--- config.mk ---
export PLATFORM = sky130hd
export DESIGN_NAME = rdp_detector
export DESIGN_NICKNAME = d
export VERILOG_FILES = /design/src/pkg/rdp_pkg.sv /design/src/pkg/rdp_tick_if.sv /design/src/rtl/rdp_detector.sv /design/src/rtl/rdp_phase_gate.sv /design/src/rtl/rdp_tick_gen.sv
export SDC_FILE = /design/constraint.sdc
export NUM_CORES = 1
export LEC_CHECK = 0
export BUFFER_PORTS_ARGS = -buffer_cell sky130_fd_sc_hd__buf_4
export CAP_MARGIN = 15
export CELL_PAD_IN_SITES_DETAIL_PLACEMENT = 0
export CELL_PAD_IN_SITES_GLOBAL_PLACEMENT = 1
export CORE_MARGIN = 2
export CORE_UTILIZATION = 45
export DETAILED_ROUTE_END_ITERATION = 8
export GPL_TIMING_DRIVEN = 0
export PLACE_DENSITY_LB_ADDON = 0.1
export SLEW_MARGIN = 0
export SYNTH_ARGS = -nofsm -noshare
export SYNTH_HDL_FRONTEND = slang
export SYNTH_SLANG_ARGS = --single-unit
--- constraint.sdc ---
create_clock -name pclk -period 8.3 [get_ports pclk]
set_input_delay 1.66 -clock pclk [delete_from_list [all_inputs] [get_ports pclk]]
set_output_delay 1.66 -clock pclk [all_outputs]
set_load 0.005 [all_outputs]
--- src/pkg/rdp_pkg.sv ---
package rdp_pkg;
   // Register byte offsets
   localparam logic [7:0] OFF_CTRL_A = 8'h00;
   localparam logic [7:0] OFF_CTRL_B = 8'h04;
   localparam logic [7:0] OFF_STATUS = 8'h08;
   localparam logic [7:0] OFF_DELAY  = 8'h0C;
   localparam logic [7:0] OFF_EXPECT = 8'h10;

   // detect_control_a fields
   localparam int A_HALT  = 7;
   localparam int A_GO    = 6;
   localparam int A_T3    = 5;
   localparam int A_T2    = 4;
   localparam int A_NUM   = 3;
   localparam int A_RECNT = 2;
   localparam int A_METH  = 1;
   localparam int A_EN    = 0;

   // detect_control_b fields
   localparam int B_TICK = 6;
   localparam int B_MODE = 4;
   localparam int B_CNT  = 0;

   // Status fields
   localparam int S_EDGE = 4;
   localparam int S_ACT  = 3;
   localparam int S_PAT  = 0;

   // Reset values
   localparam logic [5:0] CTRL_A_RST = 6'h00;
   localparam logic [7:0] CTRL_B_RST = 8'h00;
   localparam logic [6:0] DELAY_RST  = 7'h00;
   localparam logic [2:0] EXPECT_RST = 3'h0;

   // Sampling modes
   localparam logic [1:0] MODE_PWM = 2'h0;
   localparam logic [1:0] MODE_REG = 2'h1;
   localparam logic [1:0] MODE_LOW = 2'h2;

   // Tick select: fc/8, fc/16, fc/32
   localparam logic [1:0] TICK_8  = 2'h0;
   localparam logic [1:0] TICK_16 = 2'h1;
   localparam logic [4:0] MASK_8  = 5'h07;
   localparam logic [4:0] MASK_16 = 5'h0F;
   localparam logic [4:0] MASK_32 = 5'h1F;

   // Edge flag codes
   localparam logic [1:0] EDGE_FALL = 2'h2;
   localparam logic [1:0] EDGE_RISE = 2'h1;
   localparam logic [1:0] EDGE_RST  = 2'h0;

   typedef enum logic [1:0] {
      ST_IDLE = 2'b01,
      ST_RUN  = 2'b10
   } rdp_state_t;
endpackage

--- src/pkg/rdp_tick_if.sv ---
`timescale 1ns/1ps
`default_nettype none
interface rdp_tick_if;
   logic [1:0] sel;
   logic       tick;
   modport gen  (input sel, output tick);
   modport user (output sel, input tick);
endinterface
`default_nettype wire

--- src/rtl/rdp_detector.sv ---
// The address map and the APB interface to the registers were decided locally.
`timescale 1ns/1ps
`default_nettype none
// Overview of operation
// [RULE1] Ordinary mode: match with expected pattern raises event and stops sampling.
// [RULE2] Mismatch mode: latch inputs at start, detect when inputs differ.
// [RULE3] Latched start pattern readable in status bits 2..0.
// [RULE4] Timer mode: second timer starts sampling, third timer stops it.
// [RULE5] When enabled, sampling starts on second-timer trigger or software start.
// [RULE6] Mode field bits 5..4: PWM-on, continuous, or lower-side conduction.
// [RULE7] Software must program equal duty on all phases for PWM-on mode.
// [RULE8] Lower-side mode samples a phase from delay expiry until conduction ends.
// [RULE9] Phases sample independently, hold while idle; held samples join the match.
// [RULE10] PWM-on and lower-side modes suppress sampling for programmed delay.
// [RULE11] Recount restarts match count each PWM-on period; else count accumulates.
// [RULE12] Status bit 5 set on detection at PWM fall, bit 4 at rise.
// [RULE13] Status bit 3 reads 1 while sampling, 0 when idle.
// [RULE14] Bits 7..6 pick sample tick of clock divided by 8, 16, 32.
// [RULE15] Ordinary mode detects after consecutive matches reach count field bits 3..0.
// [RULE16] Mismatch mode detects after consecutive mismatches reach the count.
// [RULE17] Any of six three-phase expected patterns compared on all phases.
// [RULE18] Control bit 1 selects ordinary or mismatch detection.
// [RULE19] Control bit 0 enables the whole detection function.
// [RULE20] Seven-bit delay field holds the post-PWM-on suppression time.
// [RULE21] Control bit 3 selects single input; V and W expectations ignored.
// [RULE22] Interrupt is a one-cycle pulse; edge flags update the same cycle.
module rdp_detector (
   // Clock and reset
   input  wire logic        pclk,
   input  wire logic        presetn,
   // APB slave
   input  wire logic        psel,
   input  wire logic        penable,
   input  wire logic        pwrite,
   input  wire logic [7:0]  paddr,
   input  wire logic [31:0] pwdata,
   output logic      [31:0] prdata,
   output logic             pready,
   output logic             pslverr,
   // Position inputs
   input  wire logic        phase_u_input,
   input  wire logic        phase_v_input,
   input  wire logic        phase_w_input,
   // Motor unit signals
   input  wire logic [2:0]  pwm_on,
   input  wire logic [2:0]  lower_on,
   input  wire logic        timer2_trig,
   input  wire logic        timer3_trig,
   // Event
   output logic             position_found_irq
);
   logic [5:0]  ctrl_a_reg, ctrl_a_next;
   logic        go_reg, go_next;
   logic        halt_reg, halt_next;
   logic [7:0]  ctrl_b_reg, ctrl_b_next;
   logic [6:0]  dly_reg, dly_next;
   logic [2:0]  exp_reg, exp_next;
   logic [31:0] prdata_reg, prdata_next;
   logic        pready_reg, pready_next;
   logic        pslverr_reg, pslverr_next;
   logic [31:0] rd;
   logic        map_hit, acc, done;

   rdp_pkg::rdp_state_t state_reg, state_next;
   logic [3:0]  cnt_reg, cnt_next;
   logic [2:0]  pat_reg, pat_next;
   logic [1:0]  edge_reg, edge_next;
   logic        irq_reg, irq_next;
   logic        pwm_d_reg;

   logic        en, meth, single, recnt, t2en, t3en;
   logic [1:0]  mode;
   logic [3:0]  lim, base, inc;
   logic        pwm_any, running, start, stop, recnt_clr, cmp, match, same, hit, detect;
   logic [2:0]  pin, msk, gate, smp, upd;
   logic [6:0]  dly_use;

   rdp_tick_if tif ();

   // Control decode
   assign en      = ctrl_a_reg[rdp_pkg::A_EN];
   assign meth    = ctrl_a_reg[rdp_pkg::A_METH];
   assign recnt   = ctrl_a_reg[rdp_pkg::A_RECNT];
   assign single  = ctrl_a_reg[rdp_pkg::A_NUM];
   assign t2en    = ctrl_a_reg[rdp_pkg::A_T2];
   assign t3en    = ctrl_a_reg[rdp_pkg::A_T3];
   assign mode    = ctrl_b_reg[rdp_pkg::B_MODE +: 2];
   assign lim     = ctrl_b_reg[rdp_pkg::B_CNT +: 4];
   assign tif.sel = ctrl_b_reg[rdp_pkg::B_TICK +: 2]; // see [RULE14]
   assign pin     = {phase_w_input, phase_v_input, phase_u_input};
   assign pwm_any = |pwm_on; // see [RULE11]
   assign running = state_reg == rdp_pkg::ST_RUN;

   // Read mux
   always_comb begin
      rd      = 32'h0000_0000;
      map_hit = 1'b1;
      case (paddr)
         rdp_pkg::OFF_CTRL_A: rd[5:0] = ctrl_a_reg;
         rdp_pkg::OFF_CTRL_B: rd[7:0] = ctrl_b_reg;
         rdp_pkg::OFF_STATUS: rd[5:0] = {edge_reg, running, pat_reg}; // see [RULE3] [RULE13]
         rdp_pkg::OFF_DELAY:  rd[6:0] = dly_reg;
         rdp_pkg::OFF_EXPECT: rd[2:0] = exp_reg;
         default:             map_hit = 1'b0;
      endcase
   end

   // APB access, one wait state, writes at completion
   always_comb begin
      acc          = psel && penable && !pready_reg;
      done         = psel && penable && pready_reg;
      pready_next  = acc;
      prdata_next  = acc ? rd : prdata_reg;
      pslverr_next = acc && !map_hit;
      ctrl_a_next  = ctrl_a_reg;
      ctrl_b_next  = ctrl_b_reg;
      dly_next     = dly_reg;
      exp_next     = exp_reg;
      go_next      = 1'b0;
      halt_next    = 1'b0;
      if (done && pwrite && map_hit) begin
         case (paddr)
            rdp_pkg::OFF_CTRL_A: begin
               ctrl_a_next = pwdata[5:0]; // see [RULE18] [RULE19] [RULE21]
               go_next     = pwdata[rdp_pkg::A_GO];
               halt_next   = pwdata[rdp_pkg::A_HALT];
            end
            rdp_pkg::OFF_CTRL_B: ctrl_b_next = pwdata[7:0]; // see [RULE6]
            rdp_pkg::OFF_DELAY:  dly_next    = pwdata[6:0]; // see [RULE20]
            rdp_pkg::OFF_EXPECT: exp_next    = pwdata[2:0]; // see [RULE17]
            default:             ctrl_a_next = ctrl_a_reg;
         endcase
      end
   end

   // Register file
   always_ff @(posedge pclk or negedge presetn) begin
      if (!presetn) begin
         ctrl_a_reg  <= rdp_pkg::CTRL_A_RST;
         ctrl_b_reg  <= rdp_pkg::CTRL_B_RST;
         dly_reg     <= rdp_pkg::DELAY_RST;
         exp_reg     <= rdp_pkg::EXPECT_RST;
         go_reg      <= 1'b0;
         halt_reg    <= 1'b0;
         prdata_reg  <= 32'h0000_0000;
         pready_reg  <= 1'b0;
         pslverr_reg <= 1'b0;
      end else begin
         ctrl_a_reg  <= ctrl_a_next;
         ctrl_b_reg  <= ctrl_b_next;
         dly_reg     <= dly_next;
         exp_reg     <= exp_next;
         go_reg      <= go_next;
         halt_reg    <= halt_next;
         prdata_reg  <= prdata_next;
         pready_reg  <= pready_next;
         pslverr_reg <= pslverr_next;
      end
   end

   // Sampling window per phase; continuous mode never waits on a delay
   always_comb begin
      dly_use = 7'h00;
      case (mode)
         rdp_pkg::MODE_LOW: begin
            gate    = lower_on; // see [RULE8]
            dly_use = dly_reg; // see [RULE10]
         end
         rdp_pkg::MODE_PWM: begin
            gate    = {3{pwm_any}};
            dly_use = dly_reg; // see [RULE10]
         end
         default: gate = 3'b111;
      endcase
   end

   rdp_tick_gen u_tick (
      .pclk    (pclk),
      .presetn (presetn),
      .tif     (tif.gen)
   );

   // One delay and hold stage per phase
   genvar gi;
   generate
      for (gi = 0; gi < 3; gi++) begin : g_ph
         rdp_phase_gate #(.DW(7)) u_gate (
            .pclk    (pclk),
            .presetn (presetn),
            .gate    (gate[gi]),
            .dly     (dly_use),
            .tick    (tif.tick),
            .din     (pin[gi]),
            .smp     (smp[gi]),
            .upd     (upd[gi])
         );
      end
   endgenerate

   // Detection engine
   always_comb begin
      msk        = single ? 3'b001 : 3'b111; // see [RULE21]
      match      = ((smp ^ exp_reg) & msk) == 3'b000; // see [RULE9] [RULE17]
      same       = ((smp ^ pat_reg) & msk) == 3'b000;
      hit        = meth ? !same : match; // see [RULE2] [RULE18]
      cmp        = |upd;
      start      = en && (go_reg || (t2en && timer2_trig)); // see [RULE5] [RULE19]
      stop       = halt_reg || (t3en && timer3_trig) || !en; // see [RULE4]
      recnt_clr  = recnt && mode != rdp_pkg::MODE_REG && pwm_any && !pwm_d_reg; // see [RULE11]
      base       = recnt_clr ? 4'h0 : cnt_reg;
      inc        = (base == 4'hF) ? 4'hF : base + 4'h1;
      detect     = 1'b0;
      state_next = state_reg;
      cnt_next   = cnt_reg;
      pat_next   = pat_reg;
      edge_next  = edge_reg;
      irq_next   = 1'b0;
      case (state_reg)
         rdp_pkg::ST_IDLE: begin
            if (start) begin
               state_next = rdp_pkg::ST_RUN;
               cnt_next   = 4'h0;
               pat_next   = pin; // see [RULE2]
            end
         end
         rdp_pkg::ST_RUN: begin
            cnt_next = base;
            if (cmp) begin
               cnt_next = hit ? inc : 4'h0;
               detect   = hit && inc >= lim; // see [RULE15] [RULE16]
            end
            if (detect) begin
               irq_next   = 1'b1; // see [RULE22]
               edge_next  = pwm_any ? rdp_pkg::EDGE_RISE : rdp_pkg::EDGE_FALL; // see [RULE12]
               state_next = rdp_pkg::ST_IDLE; // see [RULE1]
            end else if (stop) begin
               state_next = rdp_pkg::ST_IDLE;
            end
         end
         default: state_next = rdp_pkg::ST_IDLE;
      endcase
   end

   // Engine registers
   always_ff @(posedge pclk or negedge presetn) begin
      if (!presetn) begin
         state_reg <= rdp_pkg::ST_IDLE;
         cnt_reg   <= 4'h0;
         pat_reg   <= 3'h0;
         edge_reg  <= rdp_pkg::EDGE_RST;
         irq_reg   <= 1'b0;
         pwm_d_reg <= 1'b0;
      end else begin
         state_reg <= state_next;
         cnt_reg   <= cnt_next;
         pat_reg   <= pat_next;
         edge_reg  <= edge_next;
         irq_reg   <= irq_next;
         pwm_d_reg <= pwm_any;
      end
   end

   assign prdata             = prdata_reg;
   assign pready             = pready_reg;
   assign pslverr            = pslverr_reg;
   assign position_found_irq = irq_reg;
endmodule
`default_nettype wire

--- src/rtl/rdp_phase_gate.sv ---
`timescale 1ns/1ps
`default_nettype none
module rdp_phase_gate #(
   parameter int DW = 7
) (
   // Clock and reset
   input  wire logic          pclk,
   input  wire logic          presetn,
   // Window control
   input  wire logic          gate,
   input  wire logic [DW-1:0] dly,
   input  wire logic          tick,
   // Phase data
   input  wire logic          din,
   output logic               smp,
   output logic               upd
);
   logic          gate_d_reg;
   logic [DW-1:0] cnt_reg, cnt_next;
   logic          smp_reg, smp_next;
   logic          upd_reg, upd_next;
   logic          open;

   // Delay after window opens, then sample on ticks, hold otherwise
   always_comb begin
      cnt_next = cnt_reg;
      if (gate && !gate_d_reg)
         cnt_next = dly; // see [RULE10]
      else if (tick && cnt_reg != '0)
         cnt_next = cnt_reg - 1'b1;
      open     = gate && gate_d_reg && cnt_reg == '0; // see [RULE8]
      upd_next = tick && open;
      smp_next = upd_next ? din : smp_reg; // see [RULE9]
   end

   // Registers
   always_ff @(posedge pclk or negedge presetn) begin
      if (!presetn) begin
         gate_d_reg <= 1'b0;
         cnt_reg    <= '0;
         smp_reg    <= 1'b0;
         upd_reg    <= 1'b0;
      end else begin
         gate_d_reg <= gate;
         cnt_reg    <= cnt_next;
         smp_reg    <= smp_next;
         upd_reg    <= upd_next;
      end
   end

   assign smp = smp_reg;
   assign upd = upd_reg;
endmodule
`default_nettype wire

--- src/rtl/rdp_tick_gen.sv ---
`timescale 1ns/1ps
`default_nettype none
module rdp_tick_gen (
   // Clock and reset
   input  wire logic    pclk,
   input  wire logic    presetn,
   // Tick link
   rdp_tick_if.gen      tif
);
   logic [4:0] cnt_reg, cnt_next;
   logic       tick_reg, tick_next;
   logic [4:0] mask;

   // Prescaler and tick decode
   always_comb begin
      case (tif.sel)
         rdp_pkg::TICK_8:  mask = rdp_pkg::MASK_8;
         rdp_pkg::TICK_16: mask = rdp_pkg::MASK_16;
         default:          mask = rdp_pkg::MASK_32;
      endcase
      cnt_next  = cnt_reg + 5'h01;
      tick_next = (cnt_reg & mask) == mask; // see [RULE14]
   end

   // Registers
   always_ff @(posedge pclk or negedge presetn) begin
      if (!presetn) begin
         cnt_reg  <= 5'h00;
         tick_reg <= 1'b0;
      end else begin
         cnt_reg  <= cnt_next;
         tick_reg <= tick_next;
      end
   end

   assign tif.tick = tick_reg;
endmodule
`default_nettype wire

### After elaboration in Yosys (flattened, before gate mapping)

Cells that the tools add are included.

| cells by class | value |
|---|---|
| $add $sub $neg | 5 |
| order comparisons | 1 |
| equal/unequal tests | 13 |
| mux-type cells | 35 |
| bitwise logic cells | 5 |
| reduce and logical (&&, ||, !) cells | 66 |

Operators with widths:

| cell | count |
|---|---|
| $mux 7 | 7 |
| $logic_and 1x1->1 | 28 |
| $logic_not 7->1 | 3 |
| $reduce_bool 7->1 | 3 |
| $sub 7x1->7 const B | 3 |
| $mux 4 | 5 |
| $eq 8x4->1 const B | 2 |
| $reduce_and 2->1 | 8 |
| $pmux 3 s5 | 1 |
| $pmux 3 s4 | 1 |
| $mux 1 | 11 |
| $pmux 5 s2 | 1 |
| $eq 8x3->1 const B | 1 |
| $eq 8x5->1 const B | 1 |
| $logic_not 1->1 | 8 |
| $logic_not 8->1 | 1 |
| $mux 2 | 4 |
| $pmux 4 s2 | 1 |
| $reduce_bool 2->1 | 4 |
| $and 3x3->3 | 2 |
| $logic_not 3->1 | 2 |
| $pmux 3 s2 | 1 |
| $reduce_or 3->1 | 2 |
| $xor 3x3->3 | 2 |
| 18 further kinds | 23 |

| storage, ports and cells | value |
|---|---|
| register bits | 85 |
| input bits | 56 |

### Depth between registers and ports, before layout

Gate-level depths: netlist (run 1).

| depth | value |
|---|---|
| depth in word-level cells | 13 |
| mapped depth | 12 |
| gate-level depth less buffers | 12 |

### Hierarchy

Synthesis (run 1) repeated with hierarchy kept, for this count alone.

| second synthesis, totals | value |
|---|---|
| cell total of the unflattened synthesis | 437 |
| area total of the unflattened synthesis | 4648.2 um^2 |

Modules (own cells, without submodules):

| module | instances | cells each | area an instance (um^2) | seq. area each (um^2) |
|---|---|---|---|---|
| rdp_detector | 1 | 252 | 2765.2 | 1227.4 |
| rdp_phase_gate | 3 | 56 | 553.0 | 250.2 |
| rdp_tick_gen | 1 | 17 | 224.0 | 150.1 |

### Least setup slack after synthesis (run 1)

Ideal clock, no wire load.

| timing path | value |
|---|---|
| kind | input to register |
| start point | in pwm_on[0] |
| end point | reg edge_reg[0] |
| data arrival time | 3.947 ns |
| setup slack | 4.228 ns |
| stages | 12 |
| buffers on the path | 0 |
| cells stage by stage | nor3_2 -> or4b_4 -> and2_1 -> ha_1 -> nand3_1 -> and3_1 -> ha_1 -> nand2b_1 -> a21oi_1 -> o21ai_0 -> nand3_1 -> mux2_2 |

| on the way | value |
|---|---|
| word-level cells in the longest chain between the ends | 11 |

RTL lines:

| item | line | RTL |
|---|---|---|
| start: declaration | rdp_detector.sv:45 | `input wire logic [2:0] pwm_on,` |
| $reduce_or 3->1 * | rdp_detector.sv:91 | `assign pwm_any = \|pwm_on;` |
| $logic_and 1x1->1 (2 in a row) | rdp_detector.sv:209 | `recnt_clr = recnt && mode != rdp_pkg::MODE_REG && pwm_any && !pwm_d_reg;` |
| $mux 4 | rdp_detector.sv:210 | `base = recnt_clr ? 4'h0 : cnt_reg;` |
| $add 4x1->4 or $eq 4x4->1 (tied branches) | rdp_detector.sv:211 | `inc = (base == 4'hF) ? 4'hF : base + 4'h1;` |
| $mux 4 | rdp_detector.sv:211 |  |
| $ge 4x4->1 | rdp_detector.sv:230 | `detect = hit && inc >= lim;` |
| $logic_and 1x1->1 | rdp_detector.sv:230 |  |
| $mux 1 | rdp_detector.sv:228 | `if (cmp) begin` |
| $mux 1 | rdp_detector.sv:218 | `case (state_reg)` |
| $reduce_and 2->1 (no source line) | n/a |  |
| end signal: assignment | rdp_detector.sv:250 | `edge_reg <= rdp_pkg::EDGE_RST;` |
| end signal: assignment | rdp_detector.sv:257 | `edge_reg <= edge_next;` |
| end: declaration | rdp_detector.sv:67 | `logic [1:0] edge_reg, edge_next;` |

Every way passes the cells marked *; elsewhere a longest branch is shown, timed or not. The select of a mux whose other input is x is not followed.
A chain may end at the register's enable or synchronous reset.

### Worst setup path after layout (run 1)

| timing path | value |
|---|---|
| start point | in pwm_on[1] |
| end point | reg edge_reg[0] |

The elaborated chain is that of the path after synthesis.

==> results of run 1 <==
-- kinds of logic (layout without fill, tap and decap cells) --
family,after synthesis,count (layout),share of synthesized area [%]
and+or+nand+nor,108,108,13.7
DFF,85,85,47.2
muxes,63,63,15.8
buffers and inverters,54,112,6.54
AOI/OAI and AO/OA,52,52,8.12
xor gates and xnor gates,27,27,5.24
adders and majority gates,12,12,3.33
other,1,24,0.0831
-- report_power, final --
group	internal (mW)	switching, mW	total (mW)
registers	0.476	0.0535	0.529
clock network	0.138	0.148	0.285
logic	0.111	0.111	0.222
-- per-layer routing --
layer / GRT usage, % / vias up
met5: 0 / -
met3: 3.63 / 8
met2: 28.6 / 79
met4: 5.21 / 0
li1: - / 1514
met1: 27.3 / 1492
-- final timing paths --
| kind | start | to | slack, ns |
|---|---|---|---|
| setup / recovery | pwm_on[1] | edge_reg[0]$_DFFE_PN0P_ | 4.26 |
| hold / removal | u_tick.cnt_reg[0]$_DFF_PN0_ | u_tick.cnt_reg[0]$_DFF_PN0_ | 0.45 |
| setup reg to reg | ctrl_b_reg[4]$_DFFE_PN0P_ | edge_reg[0]$_DFFE_PN0P_ | 5.12 |
| hold reg to reg | u_tick.cnt_reg[0]$_DFF_PN0_ | u_tick.cnt_reg[0]$_DFF_PN0_ | 0.45 |
| max in group asynchronous | presetn | state_reg[0]$_DFFE_PN1P_ | 6.53 |
| min in group asynchronous | presetn | prdata[1]$_DFFE_PN0P_ | 1.14 |
-- Yosys cell counts, types with 2 or more instances --
cell	instances
xnor2_1	18
buf_2	2
clkbuf_1	7
o21ai_2	2
ha_1	12
or4_4	3
o21ai_1	2
nor2b_1	7
a21oi_1	10
mux2i_1	23
nand3b_1	2
dfrtp_1	84
and3_1	4
xor2_1	9
a32o_1	2
a22o_1	3
o21ai_0	13
a31oi_1	2
a32oi_1	2
nand3_1	8
mux2_2	37
nor4_2	3
nor4_1	4
nor3_1	7
nor2_1	14
mux4_2	3
inv_1	21
a41oi_1	2
nand2_1	23
nor2_2	2
o211ai_1	3
and2_1	7
o21a_1	2
nand2b_1	14
or3_1	4
buf_4	24
-- cell type report --
class                   instances  area [um^2]
plain buffers                  33          216
clock buffers                  11          131
clock inverters                 5         52.6
fillers                       870         4490
inverters                      21         78.8
multi-input cells             286         2180
flip-flops and latches         85         2130
well taps                     133          166
repair buffers                 42          335
-- metrics by stage --
stage	area [um^2]	total power, mW	std cells	setup WS, ns
after floorplan	4600	0.694	425	4.23
after global placement	5070	0.751	599	3.90
after detailed placement	5070	0.757	599	3.89
after CTS	5260	1.05	615	4.25
after global routing	5290	1.10	616	4.10
final	5290	1.04	616	4.26
==> metrics.md, run 1 <==
| Metric | Value |
|---|---|
| Status | `finished clean` |
| Via/cell ratio | `5.02` |
| Final min period | `4.04 ns` |
| Met2 wire length | `4320 um` |
| Maximum clock rate | `248 MHz` |
| Maximum vdd ir drop | `83.2 uV` |
| Initial Util | `46.2%` |
| Largest register FFs | `21` |
| Part of the cycle the worst path needs | `48.7%` |
| EDFF count, synth | `0` |
| Routed WL per cell | `15.6 um` |
| Synth async-reset ratio | `100%` |
| DP Wirelength | `7170 um` |
| Metal3 WL | `419 um` |
| Main flop type after synthesis | `dfrtp_1` |
| Crit-path max cell delay | `0.56 ns` |
| Hold path cells | `1` |
| Initial antenna violation count | `0` |
| Die Y | `104 um` |
| Least-Margin Pin Slew | `0.762 ns` |
| Num CTS Buffers | `9` |
| DR top layer | `met4` |
| YS warnings | `0` |
| Worst path depth | `13` |
| CTS tree | `built` |
| IO Count | `91` |
| Cell family with most CP delay | `simple AND/OR/NAND/NOR gates` |
| Worst Path Buf+Inv | `1` |
| Post-layout utilization of the core | `54.1%` |
| Routed WL | `9580 um` |
| Post-route ant nets | `0` |
| Worst Setup Start Kind | `input port` |
| Clk buf depth | `2` |
| Mapped Cells | `402` |
| Site Rows | `36` |
| Die ar. | `10800 um^2` |
| Synth top area cells | `dfrtp_1, mux2_2, mux2i_1, buf_4, xnor2_1` |
| Crit-path max FO | `6` |
| Data arrival time of the worst path | `4.28 ns` |
| Die X | `104 um` |
| First drt pass iteration count | `4` |
| IO buf count | `41` |
| Static Leakage | `2.44 nW` |
| Commonest non-fill, non-tap cell in the layout | `dfrtp_1` |
| # DRC | `0` |
| Clock Pin Slew Worst Setup and Hold Paths | `0.08 ns` |
| Hold_buf cts | `0` |
| Clock Tree Root | `clkbuf_8` |
| Gr usage total | `18.7%` |
| P per Cell Area | `196 nW/um^2` |
| Placer Congestion | `0.792` |
| Slowest cell on crit path | `or4b_4` |
| Cells along the critical path | `buf_4 -> nor3_2 -> or4b_4 -> and2_1 -> ha_1 -> nand3_1 -> and3_1 -> ha_1 -> nand2b_1 -> a21oi_1 -> o21ai_0 -> nand3_1 -> mux2_2` |
| Setup_tns | `0 ns` |
| Diodes inserted | `0` |
| Vias in the first global route | `3098` |
| CP required | `8.54 ns` |
| Final Skew | `0.0133 ns` |
| Yosys reg bits | `85` |
| CTS sink cnt | `85` |
| Core Area | `9770 um^2` |
| Final setup violation count | `0` |
| Endpoint type of the worst setup path | `flip-flop` |
| Area leader, netlist | `dfrtp_1` |
| Post-Route M1 WL | `4740 um` |
| Drt initial violations | `139` |
| Post-CTS setup repair buffer count | `0` |
| Wire length of the first global-routing pass | `15800 um` |
| Clock Latency Late Sink | `0.36 ns` |
| Cts repair resizes | `0` |
| Post-synth top area share | `46.6%` |
| Most frequent cells in the layout | `dfrtp_1, buf_4, mux2_2` |
| Hold crit path type | `flip-flop to flip-flop` |
| Layout area overhead | `17.1%` |
| Worst r2r path cells | `12` |
| Worst slew margin | `48.5%` |
| Nets | `546` |
| Critical path class | `input port to flip-flop` |
| H-Tree Depth | `3` |
| Vias | `3093` |
| Synth Cell Area | `4510 um^2` |
| Grt total ovfl | `0` |
| Yosys cell types | `53` |
| Largest net degree at the start of global routing | `86` |
| Post-synthesis sequential area ratio | `47.2%` |
| Hold Vio Cnt, Final | `0` |
| Layout cell share with drive strength beyond 1 | `28.2%` |
| Hold WS | `0.454 ns` |
| RSZ-0062 raised after global routing | `no` |
| Max-slew violations | `0` |
| Synthesized area per cell | `11.2 um^2` |
| Maxcap violations | `0` |
Note: power is estimated with default switching activity, not from simulation.
==> run 2: changes to the inputs <==
CORE_UTILIZATION = 39   (was 45)
clock period = 3.5 ns   (was 8.3 ns; I/O delays follow)
==> run 2 against run 1 <==
Via count increased by 1.3%. Sequential share of layout area decreased by 1.1 points. Setup slack got worse by 3.9 ns. Sequential cell count unchanged. Final area increased by 2.7%. Combinational power increased by 140%. Global-route usage decreased by 2.1 points. Critical path type is now flip-flop to flip-flop. Largest cell class unchanged. Largest power group unchanged.
==> metrics.md, run 2 (same netlist as run 1, synthesis figures left out) <==
| Metric | Value |
|---|---|
| DP Wirelength | `7400 um (+3.1%)` |
| Clock Latency Late Sink | `0.34 ns (-0.02 ns)` |
| Static Leakage | `2.49 nW (+2.4%)` |
| Largest net degree at the start of global routing | `86 (unchanged)` |
| Internal | `2.03 mW (+180%)` |
| Most frequent cells in the layout | `dfrtp_1, buf_4, mux2_2` |
| Initial Util | `39.7% (-6.5 points)` |
| CTS sink cnt | `85 (unchanged)` |
| IO Count | `91 (unchanged)` |
| Final Skew | `0.00599 ns (-0.00728 ns)` |
| Drt initial violations | `138 (-0.72%)` |
| Clock power frac | `36.6% (+9.1 points)` |
| Comb pwr share | `18.7% (-2.7 points)` |
| Largest register FFs | `21 (unchanged)` |
| Vias | `3133 (+1.3%)` |
| Switching power | `0.772 mW (+150%)` |
| Switching share of power | `27.5% (-2.6 points)` |
| CP required | `3.73 ns (-4.81 ns)` |
| Hold_buf cts | `0 (unchanged)` |
| Die X | `112 um (+7.1%)` |
| Sequential group share of total power | `44.7% (-6.3 points)` |
| H-Tree Depth | `3 (unchanged)` |
| Initial antenna violation count | `0 (unchanged)` |
| IO buf count | `41 (unchanged)` |
| Layout cell share with drive strength beyond 1 | `28.2% (+0.058 points)` |
| Routed WL per cell | `15.9 um (+2.0%)` |
| Nets | `546 (unchanged)` |
| Die ar. | `12400 um^2 (+15%)` |
| Hold WS | `0.218 ns (-0.236 ns)` |
| Final min period | `3.18 ns` |
| Clock Tree Root | `clkbuf_16` |
| Data arrival time of the worst path | `3.40 ns (-0.88 ns)` |
| Endpoint type of the worst setup path | `flip-flop` |
| Worst slew margin | `47.6% (-0.86 points)` |
| Post-route ant nets | `0 (unchanged)` |
| Core Area | `11400 um^2 (+16%)` |
| Clk buf depth | `2 (unchanged)` |
| # DRC | `0 (unchanged)` |
| Worst Setup Start Kind | `flip-flop` |
| Placer Congestion | `0.783 (-1.2%)` |
| Metal3 WL | `338 um (-19%)` |
| Final setup violation count | `0 (unchanged)` |
| Via/cell ratio | `5.01 (-0.17%)` |
| Layout area overhead | `20.3%` |
| Site Rows | `39 (+8.3%)` |
| Post-CTS setup repair buffer count | `0 (unchanged)` |
| Wire length of the first global-routing pass | `16100 um (+1.7%)` |
| Maximum clock rate | `315 MHz` |
| Num CTS Buffers | `9 (unchanged)` |
| Worst r2r path cells | `12 (unchanged)` |
| RSZ-0062 raised after global routing | `no` |
| Clock Pin Slew Worst Setup and Hold Paths | `0.06 ns (-0.02 ns)` |
| Status | `finished clean` |
| Met2 wire length | `4510 um (+4.4%)` |
| Grt total ovfl | `0 (unchanged)` |
| Setup_tns | `0 ns (unchanged)` |
| Critical path class | `flip-flop to flip-flop` |
| Cts repair resizes | `0 (unchanged)` |
| CTS tree | `built` |
| Routed WL | `9910 um (+3.5%)` |
| Least-Margin Pin Slew | `0.780 ns (+0.0176 ns)` |
| Commonest non-fill, non-tap cell in the layout | `dfrtp_1` |
| Part of the cycle the worst path needs | `90.8%` |
| Maximum vdd ir drop | `234 uV (+180%)` |
| Maxcap violations | `0 (unchanged)` |
| P per Cell Area | `517 nW/um^2 (+160%)` |
| Max-slew violations | `0 (unchanged)` |
| DR top layer | `met4` |
| Crit-path max FO | `6 (unchanged)` |
| Diodes inserted | `0 (unchanged)` |
| Vias in the first global route | `3086 (-0.39%)` |
| Post-Route M1 WL | `4870 um (+2.7%)` |
| Hold crit path type | `input port to asynchronous set/reset pin` |
| First drt pass iteration count | `4 (unchanged)` |
| Hold Vio Cnt, Final | `0 (unchanged)` |
| Die Y | `112 um (+7.1%)` |
| Gr usage total | `16.6% (-2.1 points)` |
[run 2: path summary, 6_finish.rpt]
check,start,end,slack [ns]
hold reg to reg,u_tick.cnt_reg[0]$_DFF_PN0_,u_tick.cnt_reg[0]$_DFF_PN0_,0.45
setup / recovery,ctrl_b_reg[4]$_DFFE_PN0P_,edge_reg[0]$_DFFE_PN0P_,0.32
hold / removal,presetn,pready$_DFF_PN0_,0.22
setup reg to reg,ctrl_b_reg[4]$_DFFE_PN0P_,edge_reg[0]$_DFFE_PN0P_,0.32
min in group pclk,u_tick.cnt_reg[0]$_DFF_PN0_,u_tick.cnt_reg[0]$_DFF_PN0_,0.45
max in group asynchronous,presetn,state_reg[0]$_DFFE_PN1P_,2.62
[run 2: critical path, cell delays in order (launching register included)]
cell	delay (ns)
dfrtp_1	0.43
nor2b_1	0.18
or4b_4	0.53
and2_1	0.18
ha_1	0.25
nand3_1	0.13
and3_1	0.20
ha_1	0.23
nand2b_1	0.14
a21oi_1	0.13
o21ai_0	0.14
nand3_1	0.17
mux2_2	0.35
[run 2: cell type report]
cell class | instances | area [um^2]
fill | 1078 | 5940
multi-input combinational | 286 | 2180
sequential | 85 | 2130
timing repair buffer | 42 | 335
clock buffer | 11 | 243
buffer | 33 | 216
tap | 143 | 179
inverter | 21 | 78.8
clock inverter | 4 | 72.6
[run 2: power groups by stage]
stage / logic (mW) / clock network [mW] / registers [mW]
6_report: 0.526 / 1.03 / 1.25
5_1_grt: 0.598 / 1.08 / 1.28
4_1_cts: 0.530 / 1.05 / 1.26
3_5_place_dp: 0.526 / 0 / 1.27
3_3_place_gp: 0.514 / 0 / 1.27
2_1_floorplan: 0.403 / 0 / 1.24
[run 2: metrics by stage]
step	total power [mW]	instance area, um^2	setup WS, ns	cells	utilization, %
floorplan	1.65	4600	0.388	425	-
global placement	1.78	5090	0.0416	609	44.7
detailed placement	1.80	5090	0.0220	609	44.7
CTS	2.83	5400	0.279	624	47.5
global route	2.96	5430	0.0973	625	47.7
finish	2.81	5430	0.323	625	47.7
[run 2: per-layer routing]
layer  track usage (%)  vias up
met5                 0        -
met4              6.83        0
met3              2.34       12
met2              25.7       68
met1              23.6     1540
li1                  -     1513
==> run 3: changes to the inputs <==
PLACE_DENSITY = 0.86   (was unset)
PLACE_DENSITY_LB_ADDON = unset   (was 0.1)
==> run 3 against run 2 <==
Hold slack better by 0.081 ns. Setup slack worse by 0.078 ns. Critical path depth is 1 higher. Via count hardly changed. Critical path type is now input port to flip-flop. Critical endpoint unchanged.
==> metrics.md, run 3 (same netlist as run 1, synthesis figures left out) <==
| Metric | Value |
|---|---|
| Core Area | `11400 um^2 (unchanged)` |
| Hold crit path type | `input port to asynchronous set/reset pin` |
| Reg2reg start | `ctrl_b_reg[4]$_DFFE_PN0P_` |
| Endpoint type of the worst setup path | `flip-flop` |
| Worst r2r path cells | `12 (unchanged)` |
| Clock Tree Root | `clkbuf_16` |
| Maximum vdd ir drop | `302 uV (+29%)` |
| Cell Count, Final, Fillers Out | `625 (unchanged)` |
| Post-layout utilization of the core | `47.9% (+0.13 points)` |
| Diodes inserted | `0 (unchanged)` |
| Grt total ovfl | `0 (unchanged)` |
| Total power | `2.85 mW (+1.6%)` |
| Final setup violation count | `0 (unchanged)` |
| Initial Util | `39.7% (unchanged)` |
| Setup WS pre-CTS | `-0.0230 ns (-0.0450 ns)` |
| Hold WS | `0.299 ns (+0.0811 ns)` |
| Status | `finished clean` |
| Hold_buf cts | `0 (unchanged)` |
| Max-slew violations | `0 (unchanged)` |
| Wire length of the first global-routing pass | `16200 um (+0.43%)` |
| Comb pwr share | `18.6% (about the same)` |
| Largest net degree at the start of global routing | `86 (unchanged)` |
| Part of the cycle the worst path needs | `93.0% (+2.2 points)` |
| Vias | `3136 (+0.096%)` |
| Clock Latency Late Sink | `0.33 ns (about the same)` |
| Die ar. | `12400 um^2 (unchanged)` |
| Routed WL per cell | `15.5 um (-2.3%)` |
| IO buf count | `41 (unchanged)` |
| Die X | `112 um (unchanged)` |
| CTS tree | `built` |
| R2R setup slack | `0.27 ns (-0.05 ns)` |
| RSZ-0062 raised after global routing | `no` |
| Least-Margin Pin Slew | `0.804 ns (+0.0239 ns)` |
| P per Cell Area | `524 nW/um^2 (+1.3%)` |
| Maxcap violations | `0 (unchanged)` |
| Drt initial violations | `179 (+30%)` |
| H-Tree Depth | `3 (unchanged)` |
| Largest register FFs | `21 (unchanged)` |
| Final Skew | `0.00906 ns (+0.00307 ns)` |
| Setup_tns | `0 ns (unchanged)` |
| Switching share of power | `26.7% (-0.78 points)` |
| Via/cell ratio | `5.02 (about the same)` |
| Commonest non-fill, non-tap cell in the layout | `dfrtp_1` |
| Worst Setup Start Kind | `input port` |
| Critical path class | `input port to flip-flop` |
| Die Y | `112 um (unchanged)` |
| Post-CTS setup repair buffer count | `0 (unchanged)` |
| CTS sink cnt | `85 (unchanged)` |
| Most frequent cells in the layout | `dfrtp_1, buf_4, mux2_2` |
| Clk buf depth | `2 (unchanged)` |
| # DRC | `0 (unchanged)` |
| Finished Cell Area | `5440 um^2 (+0.28%)` |
| Post-route ant nets | `0 (unchanged)` |
| Initial antenna violation count | `0 (unchanged)` |
| Static Leakage | `2.50 nW (+0.17%)` |
| Final WS setup | `0.245 ns (-0.0780 ns)` |
| Placed inst area | `5090 um^2 (unchanged)` |
| # placed instances | `609 (unchanged)` |
| Layout cell share with drive strength beyond 1 | `28.0% (-0.21 points)` |
| Site Rows | `39 (unchanged)` |
| CP required | `3.71 ns (-0.02 ns)` |
| DP Wirelength | `7130 um (-3.7%)` |
| FF-to-FF End | `edge_reg[0]$_DFFE_PN0P_` |
| Placer Congestion | `0.783 (about the same)` |
| Num CTS Buffers | `9 (unchanged)` |
| Internal | `2.09 mW (+2.7%)` |
| Final min period | `3.26 ns (+0.0780 ns)` |
| IO Count | `91 (unchanged)` |
| Gr usage total | `16.4% (-0.24 points)` |
| Clock power frac | `37.1% (+0.5 points)` |
| Vias in the first global route | `3274 (+6.1%)` |
| Layout area overhead | `20.6%` |
| Hold Vio Cnt, Final | `0 (unchanged)` |
| Data arrival time of the worst path | `3.46 ns (+0.06 ns)` |
| Nets | `546 (unchanged)` |
| Cts repair resizes | `0 (unchanged)` |
| Routed WL | `9690 um (-2.3%)` |
| Worst slew margin | `45.7% (-1.9 points)` |
| First drt pass iteration count | `4 (unchanged)` |
| Sequential group share of total power | `44.2% (-0.5 points)` |
| Crit-path max FO | `6 (unchanged)` |
| Clock Pin Slew Worst Setup and Hold Paths | `0.06 ns (about the same)` |
| Maximum clock rate | `307 MHz (-2.4%)` |
| Switching power | `0.762 mW (-1.3%)` |
==> run 3: changes by cell type in the layout (fill, tap and decap cells not counted) <==
cell	delta
bufinv_16	+1
clkinv_2	-1
clkbuf_8	-1
clkbuf_1	+1
==> run 3: power groups by stage <==
stage	clock, mW	combinational (mW)	sequential, mW
3_3_place_gp	0	0.507	1.27
2_1_floorplan	0	0.403	1.24
5_1_grt	1.13	0.602	1.28
6_report	1.06	0.531	1.26
3_5_place_dp	0	0.529	1.28
4_1_cts	1.08	0.533	1.26
==> run 3: how the worst max path moves through the flow <==
stage,slack [ns],from,end,cells past startpoint
floorplan,0.39,pwm_on[0],edge_reg[0]$_DFFE_PN0P_,12
global placement,0.05,pwm_on[1],edge_reg[1]$_DFFE_PN0P_,13
detailed placement,-0.02,pwm_on[1],edge_reg[0]$_DFFE_PN0P_,13
CTS,0.26,pwm_on[1],edge_reg[0]$_DFFE_PN0P_,13
global route,0.04,pwm_on[1],edge_reg[0]$_DFFE_PN0P_,13
finish,0.24,pwm_on[1],edge_reg[0]$_DFFE_PN0P_,13
==> run 3: worst max-delay path: stages <==
cell	delay, ns
buf_4	0.11
nor3_2	0.40
or4b_4	0.26
and2_1	0.14
ha_1	0.26
nand3_1	0.13
and3_1	0.22
ha_1	0.27
nand2b_1	0.14
a21oi_1	0.14
o21ai_0	0.14
nand3_1	0.20
mux2_2	0.37
==> run 3: routing by layer <==
metal	part of all wire, %	GRT usage (%)	routed length [um]
met1	45	21.8	4400
met2	48	26.6	4690
met3	4.7	3.10	456
met4	1.5	6.58	150
met5	0	0	0
==> run 3: layout make-up <==
cell class / instances / area, um^2
plain buffers: 33 / 216
clock buffers: 11 / 233
clock inverters: 4 / 97.6
fillers: 1014 / 5930
inverters: 21 / 78.8
multi-input cells: 286 / 2180
flip-flops and latches: 85 / 2130
well taps: 143 / 179
repair buffers: 42 / 335
